File: src/core/pmc_pkg.sv
/*
  Constants, types and helpers for the power-management register pair.
  Assumes byte offsets into configuration space, dword-wide data.
*/
package pmc_pkg;

  // ----------------------------------------------------------------
  // Register map
  // ----------------------------------------------------------------
  localparam logic [7:0] PMC_CSR_OFS = 8'hA4;
  localparam logic [7:0] PMC_BSE_OFS = 8'hA6;
  localparam logic [5:0] PMC_DW_IDX = PMC_CSR_OFS[7:2];
  localparam int PMC_LANE_PS = 0;
  localparam int PMC_LANE_CTL = 1;
  localparam int PMC_LANE_BSE = int'(PMC_BSE_OFS[1:0]);

  // ----------------------------------------------------------------
  // Fields and reset values
  // ----------------------------------------------------------------
  localparam int PMC_FLAG_BIT = 15;
  localparam int PMC_PERMIT_BIT = 8;
  localparam int PMC_PS_LSB = 0;
  localparam logic [15:0] PMC_CSR_RST = 16'h0000;
  localparam logic [7:0] PMC_BSE_RST = 8'hC0;
  localparam int PMC_BSE_EN_BIT = 7;
  localparam int PMC_BSE_B2_BIT = 6;
  localparam logic [2:0] PMC_INT_RST_CYC = 3'h4;

  typedef enum logic [1:0] {
    PMC_D0 = 2'b00,
    PMC_D1 = 2'b01,
    PMC_D2 = 2'b10,
    PMC_D3HOT = 2'b11
  } pmc_pstate_t;

  function automatic logic pmc_hit(input logic [7:0] addr);
    return addr[7:2] == PMC_DW_IDX;
  endfunction : pmc_hit

  function automatic logic [15:0] pmc_pack_csr(input logic flag, input logic permit,
                                               input logic [1:0] ps);
    logic [15:0] v;
    v = PMC_CSR_RST;
    v[PMC_FLAG_BIT] = flag;
    v[PMC_PERMIT_BIT] = permit;
    v[PMC_PS_LSB +: 2] = ps;
    return v;
  endfunction : pmc_pack_csr

endpackage : pmc_pkg

File: src/core/pmc_reg_if.sv
/*
  Carrier between the config port, the wake logic and the top.
  Assumes all parties run on the same clock.
*/
`timescale 1ns/1ps
interface pmc_reg_if;
  logic wr_ps;
  logic wr_ctl;
  logic [15:0] wdata;
  logic [31:0] rword;
  logic flag;
  logic permit;
  logic req;

  modport port (output wr_ps, output wr_ctl, output wdata, input rword);
  modport core (input wr_ps, input wr_ctl, input wdata, input flag, input permit,
                input req, output rword);
  modport wake (input wr_ctl, input wdata, output flag, output permit, output req);
endinterface : pmc_reg_if

File: src/core/pmc_cfg_port.sv
/*
  Configuration access port: decodes the dword, splits byte-lane writes,
  registers read data. Assumes single-cycle read and write strobes.
*/
`timescale 1ns/1ps
module pmc_cfg_port
  import pmc_pkg::*;
(
  input wire logic ref_clk_i,
  input wire logic rst_n_i,
  input wire logic cfg_rd_i,
  input wire logic cfg_wr_i,
  input wire logic [7:0] cfg_addr_i,
  input wire logic [3:0] cfg_be_i,
  input wire logic [31:0] cfg_wdata_i,
  output logic [31:0] cfg_rdata_o,
  output logic cfg_ack_o,
  pmc_reg_if.port bus
);

  typedef struct packed {
    logic ack;
    logic [31:0] rdata;
  } pmc_port_st_t;

  pmc_port_st_t st_r;
  pmc_port_st_t st_nxt;
  logic hit;

  // ----------------------------------------------------------------
  // Decode
  // ----------------------------------------------------------------
  assign hit = pmc_hit(cfg_addr_i);
  // Lane 2 is read-only, so no strobe exists for it
  assign bus.wr_ps = cfg_wr_i & hit & cfg_be_i[PMC_LANE_PS];
  assign bus.wr_ctl = cfg_wr_i & hit & cfg_be_i[PMC_LANE_CTL];
  assign bus.wdata = cfg_wdata_i[15:0];

  always_comb begin
    st_nxt = st_r;
    st_nxt.ack = cfg_rd_i | cfg_wr_i;
    if (cfg_rd_i) begin
      // Unmapped dwords read as zero
      st_nxt.rdata = hit ? bus.rword : 32'h0000_0000;
    end
  end

  always_ff @(posedge ref_clk_i) begin
    if (!rst_n_i) begin
      st_r <= '0;
    end else begin
      st_r <= st_nxt;
    end
  end

  assign cfg_rdata_o = st_r.rdata;
  assign cfg_ack_o = st_r.ack;

endmodule : pmc_cfg_port

File: src/core/pmc_csr_top.sv
/*
  Power-management control/status and bridge extension registers of the
  card-bus function, reached through configuration space.
  Assumes rst_n_i is the global reset, all inputs synchronous to ref_clk_i,
  and one config access at a time.
*/
// Functional notes
// RULE1 - The wake flag is set on every wake condition whether or not wake is permitted.
// RULE2 - Writing 1 to the wake flag clears it and drops our wake request; 0 does nothing.
// RULE3 - The data-scale and data-select fields always read zero.
// RULE4 - The wake permit bit gates the wake request; cleared, no request is made.
// RULE5 - The wake permit bit is cleared only by global reset, never by bus reset.
// RULE6 - Bus reset clears the wake flag only while wake is not permitted.
// RULE7 - Reserved bits 7..2 of the control/status and 5..0 of the extension read zero.
// RULE8 - The power-state field reads the present state and a write moves to a new one.
// RULE9 - The control/status register survives the internal reset on leaving D3hot.
// RULE10 - Leaving D3hot for D0 resets the rest of the function except wake context.
// RULE11 - The secondary power/clock control enable reads as one.
// RULE12 - The D3hot action bit reads one, so D3hot stops the secondary clock.
// RULE13 - Writes to read-only fields are ignored and change nothing.
`timescale 1ns/1ps
module pmc_csr_top
  import pmc_pkg::*;
(
  input wire logic ref_clk_i,
  input wire logic rst_n_i,
  input wire logic pci_bus_reset_n_i,
  input wire logic cfg_rd_i,
  input wire logic cfg_wr_i,
  input wire logic [7:0] cfg_addr_i,
  input wire logic [3:0] cfg_be_i,
  input wire logic [31:0] cfg_wdata_i,
  output logic [31:0] cfg_rdata_o,
  output logic cfg_ack_o,
  input wire logic wake_cond_i,
  output logic wake_req_o,
  output logic [1:0] power_state_o,
  output logic func_reset_o,
  output logic sec_clk_stop_o
);

  typedef struct packed {
    pmc_pstate_t pstate;
    logic [2:0] rst_cnt;
  } pmc_top_st_t;

  pmc_top_st_t st_r;
  pmc_top_st_t st_nxt;
  pmc_pstate_t wr_val;
  logic leave_d3;
  logic [7:0] bse_word;
  logic [15:0] csr_word;
  logic rd_hit;

  pmc_reg_if bus ();

  // ----------------------------------------------------------------
  // Sub-blocks
  // ----------------------------------------------------------------
  pmc_cfg_port u_port (
    .ref_clk_i (ref_clk_i),
    .rst_n_i (rst_n_i),
    .cfg_rd_i (cfg_rd_i),
    .cfg_wr_i (cfg_wr_i),
    .cfg_addr_i (cfg_addr_i),
    .cfg_be_i (cfg_be_i),
    .cfg_wdata_i (cfg_wdata_i),
    .cfg_rdata_o (cfg_rdata_o),
    .cfg_ack_o (cfg_ack_o),
    .bus (bus.port)
  );

  pmc_wake_ctl u_wake (
    .ref_clk_i (ref_clk_i),
    .rst_n_i (rst_n_i),
    .pci_bus_reset_n_i (pci_bus_reset_n_i),
    .wake_cond_i (wake_cond_i),
    .bus (bus.wake)
  );

  // ----------------------------------------------------------------
  // Read word
  // ----------------------------------------------------------------
  // Extension byte is a constant; writes to lane 2 have no strobe
  assign bse_word = PMC_BSE_RST;  // see RULE11 see RULE12 see RULE13
  // Scale, select and reserved bits come from the zero reset pattern
  assign csr_word = pmc_pack_csr(bus.flag, bus.permit, st_r.pstate);  // see RULE3 see RULE7
  // Upper byte is the data register, which reports nothing
  assign bus.rword = {8'h00, bse_word, csr_word};

  // ----------------------------------------------------------------
  // Power state and internal reset
  // ----------------------------------------------------------------
  assign wr_val = pmc_pstate_t'(bus.wdata[PMC_PS_LSB +: 2]);
  assign leave_d3 = bus.wr_ps && (st_r.pstate == PMC_D3HOT) && (wr_val == PMC_D0);
  assign rd_hit = cfg_rd_i && pmc_hit(cfg_addr_i);

  always_comb begin
    st_nxt = st_r;
    if (st_r.rst_cnt != 3'h0) begin
      st_nxt.rst_cnt = st_r.rst_cnt - 3'h1;
    end
    if (!pci_bus_reset_n_i) begin
      // Bus reset already resets the function; no extra pulse
      st_nxt.pstate = PMC_D0;
      st_nxt.rst_cnt = 3'h0;
    end else if (bus.wr_ps) begin
      case (wr_val)
        PMC_D0: st_nxt.pstate = PMC_D0;  // see RULE8
        PMC_D1: st_nxt.pstate = PMC_D1;
        PMC_D2: st_nxt.pstate = PMC_D2;
        PMC_D3HOT: st_nxt.pstate = PMC_D3HOT;
        default: st_nxt.pstate = st_r.pstate;
      endcase
      if (leave_d3) begin
        st_nxt.rst_cnt = PMC_INT_RST_CYC;  // see RULE10
      end
    end
  end

  always_ff @(posedge ref_clk_i) begin
    if (!rst_n_i) begin
      st_r <= '{pstate: PMC_D0, rst_cnt: 3'h0};
    end else begin
      st_r <= st_nxt;
    end
  end

  // ----------------------------------------------------------------
  // Outputs
  // ----------------------------------------------------------------
  assign power_state_o = st_r.pstate;
  // The internal reset pulse does not reach this register pair
  assign func_reset_o = (st_r.rst_cnt != 3'h0);  // see RULE9 see RULE10
  assign wake_req_o = bus.req;  // see RULE2
  // B2 chosen: D3hot stops the secondary clock, power stays on
  assign sec_clk_stop_o = (st_r.pstate == PMC_D3HOT) && bse_word[PMC_BSE_EN_BIT]
                          && bse_word[PMC_BSE_B2_BIT];  // see RULE12
endmodule : pmc_csr_top

File: src/core/pmc_wake_ctl.sv
/*
  Wake event flag, wake permit and wake request.
  Assumes global reset on rst_n_i and a synchronous bus reset input.
*/
`timescale 1ns/1ps
module pmc_wake_ctl
  import pmc_pkg::*;
(
  input wire logic ref_clk_i,
  input wire logic rst_n_i,
  input wire logic pci_bus_reset_n_i,
  input wire logic wake_cond_i,
  pmc_reg_if.wake bus
);

  typedef struct packed {
    logic flag;
    logic permit;
    logic req;
  } pmc_wake_st_t;

  pmc_wake_st_t st_r;
  pmc_wake_st_t st_nxt;
  logic clr;

  assign clr = bus.wr_ctl & bus.wdata[PMC_FLAG_BIT];

  always_comb begin
    st_nxt = st_r;
    if (bus.wr_ctl) begin
      st_nxt.permit = bus.wdata[PMC_PERMIT_BIT];
    end
    // Event beats a same-cycle clear
    st_nxt.flag = wake_cond_i | (st_r.flag & ~clr);  // see RULE1 see RULE2
    st_nxt.req = st_nxt.permit & (wake_cond_i | (st_r.req & ~clr));  // see RULE4
    // Flag is wake context only while the permit is set
    if (!pci_bus_reset_n_i && !st_r.permit) begin
      st_nxt.flag = 1'b0;  // see RULE6
      st_nxt.req = 1'b0;
    end
  end

  // Permit has no bus-reset term at all
  always_ff @(posedge ref_clk_i) begin
    if (!rst_n_i) begin
      st_r <= '0;  // see RULE5
    end else begin
      st_r <= st_nxt;
    end
  end

  assign bus.flag = st_r.flag;
  assign bus.permit = st_r.permit;
  assign bus.req = st_r.req;
endmodule : pmc_wake_ctl

File: config.mk
export PLATFORM = sky130hd
export DESIGN_NAME = pmc_csr_top
export DESIGN_NICKNAME = d
export VERILOG_FILES = /design/src/core/pmc_pkg.sv /design/src/core/pmc_reg_if.sv /design/src/core/pmc_cfg_port.sv /design/src/core/pmc_csr_top.sv /design/src/core/pmc_wake_ctl.sv
export SDC_FILE = /design/constraint.sdc
export NUM_CORES = 1
export LEC_CHECK = 0
export BUFFER_PORTS_ARGS = -buffer_cell sky130_fd_sc_hd__buf_2
export CAP_MARGIN = 15
export CORE_MARGIN = 2
export CORE_UTILIZATION = 35
export DETAILED_ROUTE_END_ITERATION = 6
export PLACE_DENSITY = 0.58
export SYNTH_ARGS = -nofsm -noshare
export SYNTH_HDL_FRONTEND = slang
export SYNTH_HIERARCHICAL = 1
export SYNTH_SLANG_ARGS = --single-unit
File: constraint.sdc
create_clock -name ref_clk_i -period 3.1 [get_ports ref_clk_i]
set_clock_uncertainty 0.1 [all_clocks]
set_input_delay 0.155 -clock ref_clk_i [delete_from_list [all_inputs] [get_ports ref_clk_i]]
set_output_delay 0.155 -clock ref_clk_i [all_outputs]
set_load 0.01 [all_outputs]
======== After elaboration in Yosys (flattened, before gate mapping) ========
Cells that the tools add are included.
storage, ports and cells
  bits in registers ....................... 41
  input bits .............................. 50
  output and inout port bits .............. 38
  word-level logic and storage cells ...... 40
operators by class
  add/subtract/negate cells ............... 1
  equality and inequality tests ........... 5
  multiplexer cells ....................... 6
  bitwise operators ....................... 12
  reductions and logical operators ........ 9
operator list
  cell                                                                 number
  24-bit 2-to-1 mux                                                    1
  3-bit 2-to-1 mux                                                     3
  2-bit one-hot mux with 4 select lines                                1
  1-bit AND                                                            7
  2-bit == test (second input constant)                                3
  6-bit == test (second input constant)                                1
  1-bit logical AND                                                    3
  1-bit OR                                                             3
  3-bit nonzero test                                                   1
  3-bit by 1-bit subtractor with 3-bit output (second input constant)  1
  2-bit by 1-bit == test with 1-bit output (second input constant)     1
  1-bit logical NOT                                                    2
  2-bit logical NOT                                                    1
  1-bit inverter                                                       2
  2-bit AND reduction                                                  1
  2-bit OR reduction                                                   1
  1-bit 2-to-1 mux                                                     1

======== Depth between registers and ports, before layout ========
  depth after elaboration ................. 8
  gate-level depth with buffers ........... 6
  mapped depth without buffers ............ 5

======== By module ========
Netlist, hierarchy kept.
by module, submodules not included
  module        times used  cells each  area each (µm²)  sequential area each (µm²)
  pmc_cfg_port  1           175         1761.7           660.6
  pmc_csr_top   1           30          266.5            100.1
  pmc_wake_ctl  1           11          127.6            60.1

======== Worst setup path after synthesis ========
OpenSTA, ideal clock, no wires.
  path kind ............................... input port to flip-flop
  start ................................... input cfg_addr_i[6]
  end ..................................... register u_wake.st_r, in the netlist u_wake/bus.req
  setup time .............................. 0.118 ns
  arrival ................................. 1.351 ns
  data required time ...................... 2.882 ns
  setup slack ............................. 1.532 ns
  stages on the path ...................... 6
  path buffers ............................ 2
  cells stage by stage .................... nand4bb_1 -> buf_6 -> buf_8 -> nor4_2 -> a21boi_1 -> o2111a_1
between the ends
  longest elaborated chain between the ends .. 8
  elaborated cells between the ends (all ways) .. 9
  those cells by class .................... eq/ne: 1; mux: 1; bitwise: 7
ends and longest elaborated chain
  element                    line                source
  from (decl)                pmc_csr_top.sv:30   input wire logic [7:0] cfg_addr_i,
  6-bit == test *            -
  1-bit AND * (2 in series)  pmc_cfg_port.sv:36  assign bus.wr_ctl = cfg_wr_i & hit & cfg_be_i[PMC_LANE_CTL];
  named net bus.wr_ctl       pmc_reg_if.sv:8     logic wr_ctl;
  1-bit AND                  pmc_wake_ctl.sv:26  assign clr = bus.wr_ctl & bus.wdata[PMC_FLAG_BIT];
  1-bit inverter             pmc_wake_ctl.sv:35  st_nxt.req = st_nxt.permit & (wake_cond_i | (st_r.req & ~clr));
  1-bit AND                  pmc_wake_ctl.sv:35
  1-bit OR                   pmc_wake_ctl.sv:35
  1-bit AND *                pmc_wake_ctl.sv:35
  to (signal assigned)       pmc_wake_ctl.sv:48  st_r <= st_nxt;
  to (decl)                  pmc_wake_ctl.sv:22  pmc_wake_st_t st_r;
The timed path passes the listed nets; every way through them passes the cells marked *.
A chain may end at the register's enable or synchronous reset.

======== Final worst setup path ========
  start ................................... input cfg_wr_i
  end ..................................... register u_wake.st_r, in the netlist u_wake/bus.flag
between the ends
  longest elaborated chain between the ends .. 6
ends and longest elaborated chain
  element                  line                source
  from (decl)              pmc_csr_top.sv:29   input wire logic cfg_wr_i,
  1-bit AND (2 in series)  pmc_cfg_port.sv:36
  named net bus.wr_ctl     pmc_reg_if.sv:8
  1-bit AND                pmc_wake_ctl.sv:26
  1-bit inverter           pmc_wake_ctl.sv:34  st_nxt.flag = wake_cond_i | (st_r.flag & ~clr);
  1-bit AND                pmc_wake_ctl.sv:34
  1-bit OR                 pmc_wake_ctl.sv:34
The timed path passes the listed nets, and every way through them passes these cells.

==> results.yml <==
status:
  status: "finished, final reports clean"
routing:
  dr_wl_met3_um: 243
  drt_first_iter_violations: 110
  top_layer_used: "met4"
  postRouteWirelength_mm: 4.19
  wl_per_cell_um: 12.3
  dr_wl_met2_mm: 1.82
  drtAntennaViolNets: 0
  vias: 1639
  routed_via_density: 4.79
  wl_met1_mm: 2.08
  dr.pass1.iters: 4
  route.detailed.drc: 0
timing:
  clock.fmax_mhz: 589
  slew_viol_final: 0
  final-setup-viol-count: 0
  max_slew.worst_pin.slew_ns: 0.906
  timing.slew.headroom_pct: 39.6
  final_hold_viol_count: 0
  finalCritPeriodShare_pct: 54.8
  fin_tns_setup_ns: 0
  post-route-min-period_ns: 1.70
  rsz0062_at_grt: "no"
floorplan:
  die_w_um: 80.8
  core-area_mm2: 0.00561
  die_h_um: 80.8
  die-area_mm2: 0.00653
  start_util_pct: 36.8
  ios: 88
  rows: 27
grt:
  antenna_found_initial: 0
  overflow: 0
  grt.total_usage_pct: 13.4
  grt_pass1_vias: 1475
  grt_pass1_wl_mm: 6.84
  grt_max_degree: 66
final_layout:
  area_delta_synth_final_pct: 19.9
  fillCellCount: 591
  diodes: 0
  final_cell_area_mm2: 0.00248
  layout-drive-gt1-share_pct: 36.7
  final_nets: 321
critical_path:
  r2r_slack_ns: 1.94
  cp.buffers_inverters: 3
  r2r_start: "st_r[0]$_SDFF_PN0_"
  endpoint: "u_wake/bus.flag$_SDFF_PP0_"
  crit_cells: 6
  reg2reg_depth: 5
  crit_slowest_cell: "nor4_2"
  arrival_ns: 1.79
  path_delay_family: "buffers and inverters"
  worstSetupEndpointType: "flop"
  path_class: "in -> reg"
  critical_path.cell_chain: "dlygate4sd3_1, buf_2, inv_1, nor4_2, a21boi_1, o221a_1"
  cp-start-kind: "input pin"
  startpoint: "cfg_wr_i"
  critPathMaxFanout: 5
  required_ns: 3.19
  cpPeakStageDelay_ns: 0.55
  r2r-end: "st_r[0]$_SDFF_PN0_"
synthesis:
  ys_warn_count: 6
  synth_area_mm2: 0.00207
  syn_area_per_cell_um2: 10.1
  syn_inst: 204
clocking:
  cts_tree: "built"
  clock_latency_ns: 0.29
  root_buffer: "clkbuf_8"
  cts_buffer_depth: 2
  postCtsSetupBuffers: 0
  numCtsBuffers: 5
  htree_levels: 2
  cts_sinks: 41
  path_clk_slew_ns: 0.08
worst_hold_path:
  min_from: "cfg_wdata_i[0]"
  hold_class: "in -> reg"
placed_design:
  dp_hpwl_mm: 2.66
  io_buffer_count: 55
  gp_congestion: 0.680
  dpl_cell_area_mm2: 0.00237
power_and_ir_drop:
  vdd_drop_max_v: 0.000190
  p_per_area_mw_per_mm2: 387
  p_leak_nw: 1.04
job:
  maxCapViolations: 0
[cells in the final DEF, fill, tap and decap left out, drive strengths merged]
| cell | count |
|---|---|
| buf | 58 |
| dfxtp | 41 |
| nand3 | 33 |
| nand3b | 32 |
| o31ai | 32 |
| conb | 28 |
| nor2 | 6 |
| clkbuf | 6 |
| inv | 5 |
| mux2i | 4 |
| nand2b | 3 |
| ha | 2 |
| clkinv | 2 |
| dlygate4sd3 | 2 |
| nor4 | 2 |
| a21boi | 2 |
| and2 | 1 |
| nand2 | 1 |
| a21oi | 1 |
| a31o | 1 |
| xnor2 | 1 |
| a211oi | 1 |
| nand4bb | 1 |
| o21a | 1 |
| o221a | 1 |
| nor2b | 1 |
| a21o | 1 |
| o2111a | 1 |
[power breakdown]
part           switching [mW]  internal, mW  total (mW)
registers            0.000992         0.529       0.530
clock network           0.185         0.156       0.342
logic                  0.0591        0.0289      0.0880
[repair_timing]
item / in CTS / in global routing
hold buffers: 2 / 0
resized for setup: 0 / 0
endpoints found under the hold margin: 2 / 0
[metal layers]
| layer | vias to the layer above | global-route usage (%) |
|---|---|---|
| met3 | 8 | 3.78 |
| li1 | 835 | - |
| met4 | 0 | 5.08 |
| met2 | 40 | 20.3 |
| met5 | - | 0 |
| met1 | 756 | 18.0 |
[worst min-delay path, delay by kind of cell]
family	cells	cell delay [ns]
mux	1	0.06
buf+inv	1	0.09
simple gates	1	0.07
[sequential cells by signal (all words and copies together), names as in the netlist]
register	flops
u_port/cfg_rdata_o	32
st_r	3
power_state_o	2
u_port/cfg_ack_o	1
u_wake/bus.flag	1
u_wake/bus.permit	1
u_wake/bus.req	1
[through the flow]
step	total power [mW]	util, %	hold slack (ns)	std cells	setup slack, ns
after floorplan	0.613	-	0.165	230	1.53
after global placement	0.628	42.3	0.290	332	1.13
after detailed placement	0.628	42.3	0.309	332	1.12
after CTS	0.976	44.2	0.00826	342	1.39
after global routing	1.00	44.2	0.0337	342	1.29
final	0.959	44.2	0.0191	342	1.40
[final cells by class]
cell class	count	area, µm²	area share, %
clock buffers	6	72.6	2.93
clock inverters	2	10.0	0.404
inverters	5	18.8	0.758
multi-input cells	156	1150	46.3
flip-flops and latches	41	821	33.1
well taps	72	90.1	3.64
repair buffers	60	318	12.8
[worst min-delay path by stage]
| stage | endpoint | slack [ns] | cells after the start |
|---|---|---|---|
| after CTS | power_state_o[0]$_SDFFE_PN0P_ | 0.008 | 3 |
| after global routing | u_wake/bus.flag$_SDFF_PP0_ | 0.03 | 2 |
| after detailed placement | u_port/cfg_ack_o$_SDFF_PN0_ | 0.31 | 2 |
| final | power_state_o[0]$_SDFFE_PN0P_ | 0.02 | 3 |
| after floorplan | u_port/cfg_ack_o$_SDFF_PN0_ | 0.17 | 1 |
| after global placement | u_port/cfg_ack_o$_SDFF_PN0_ | 0.29 | 2 |
No activity file was read; power rests on OpenSTA's default activity.
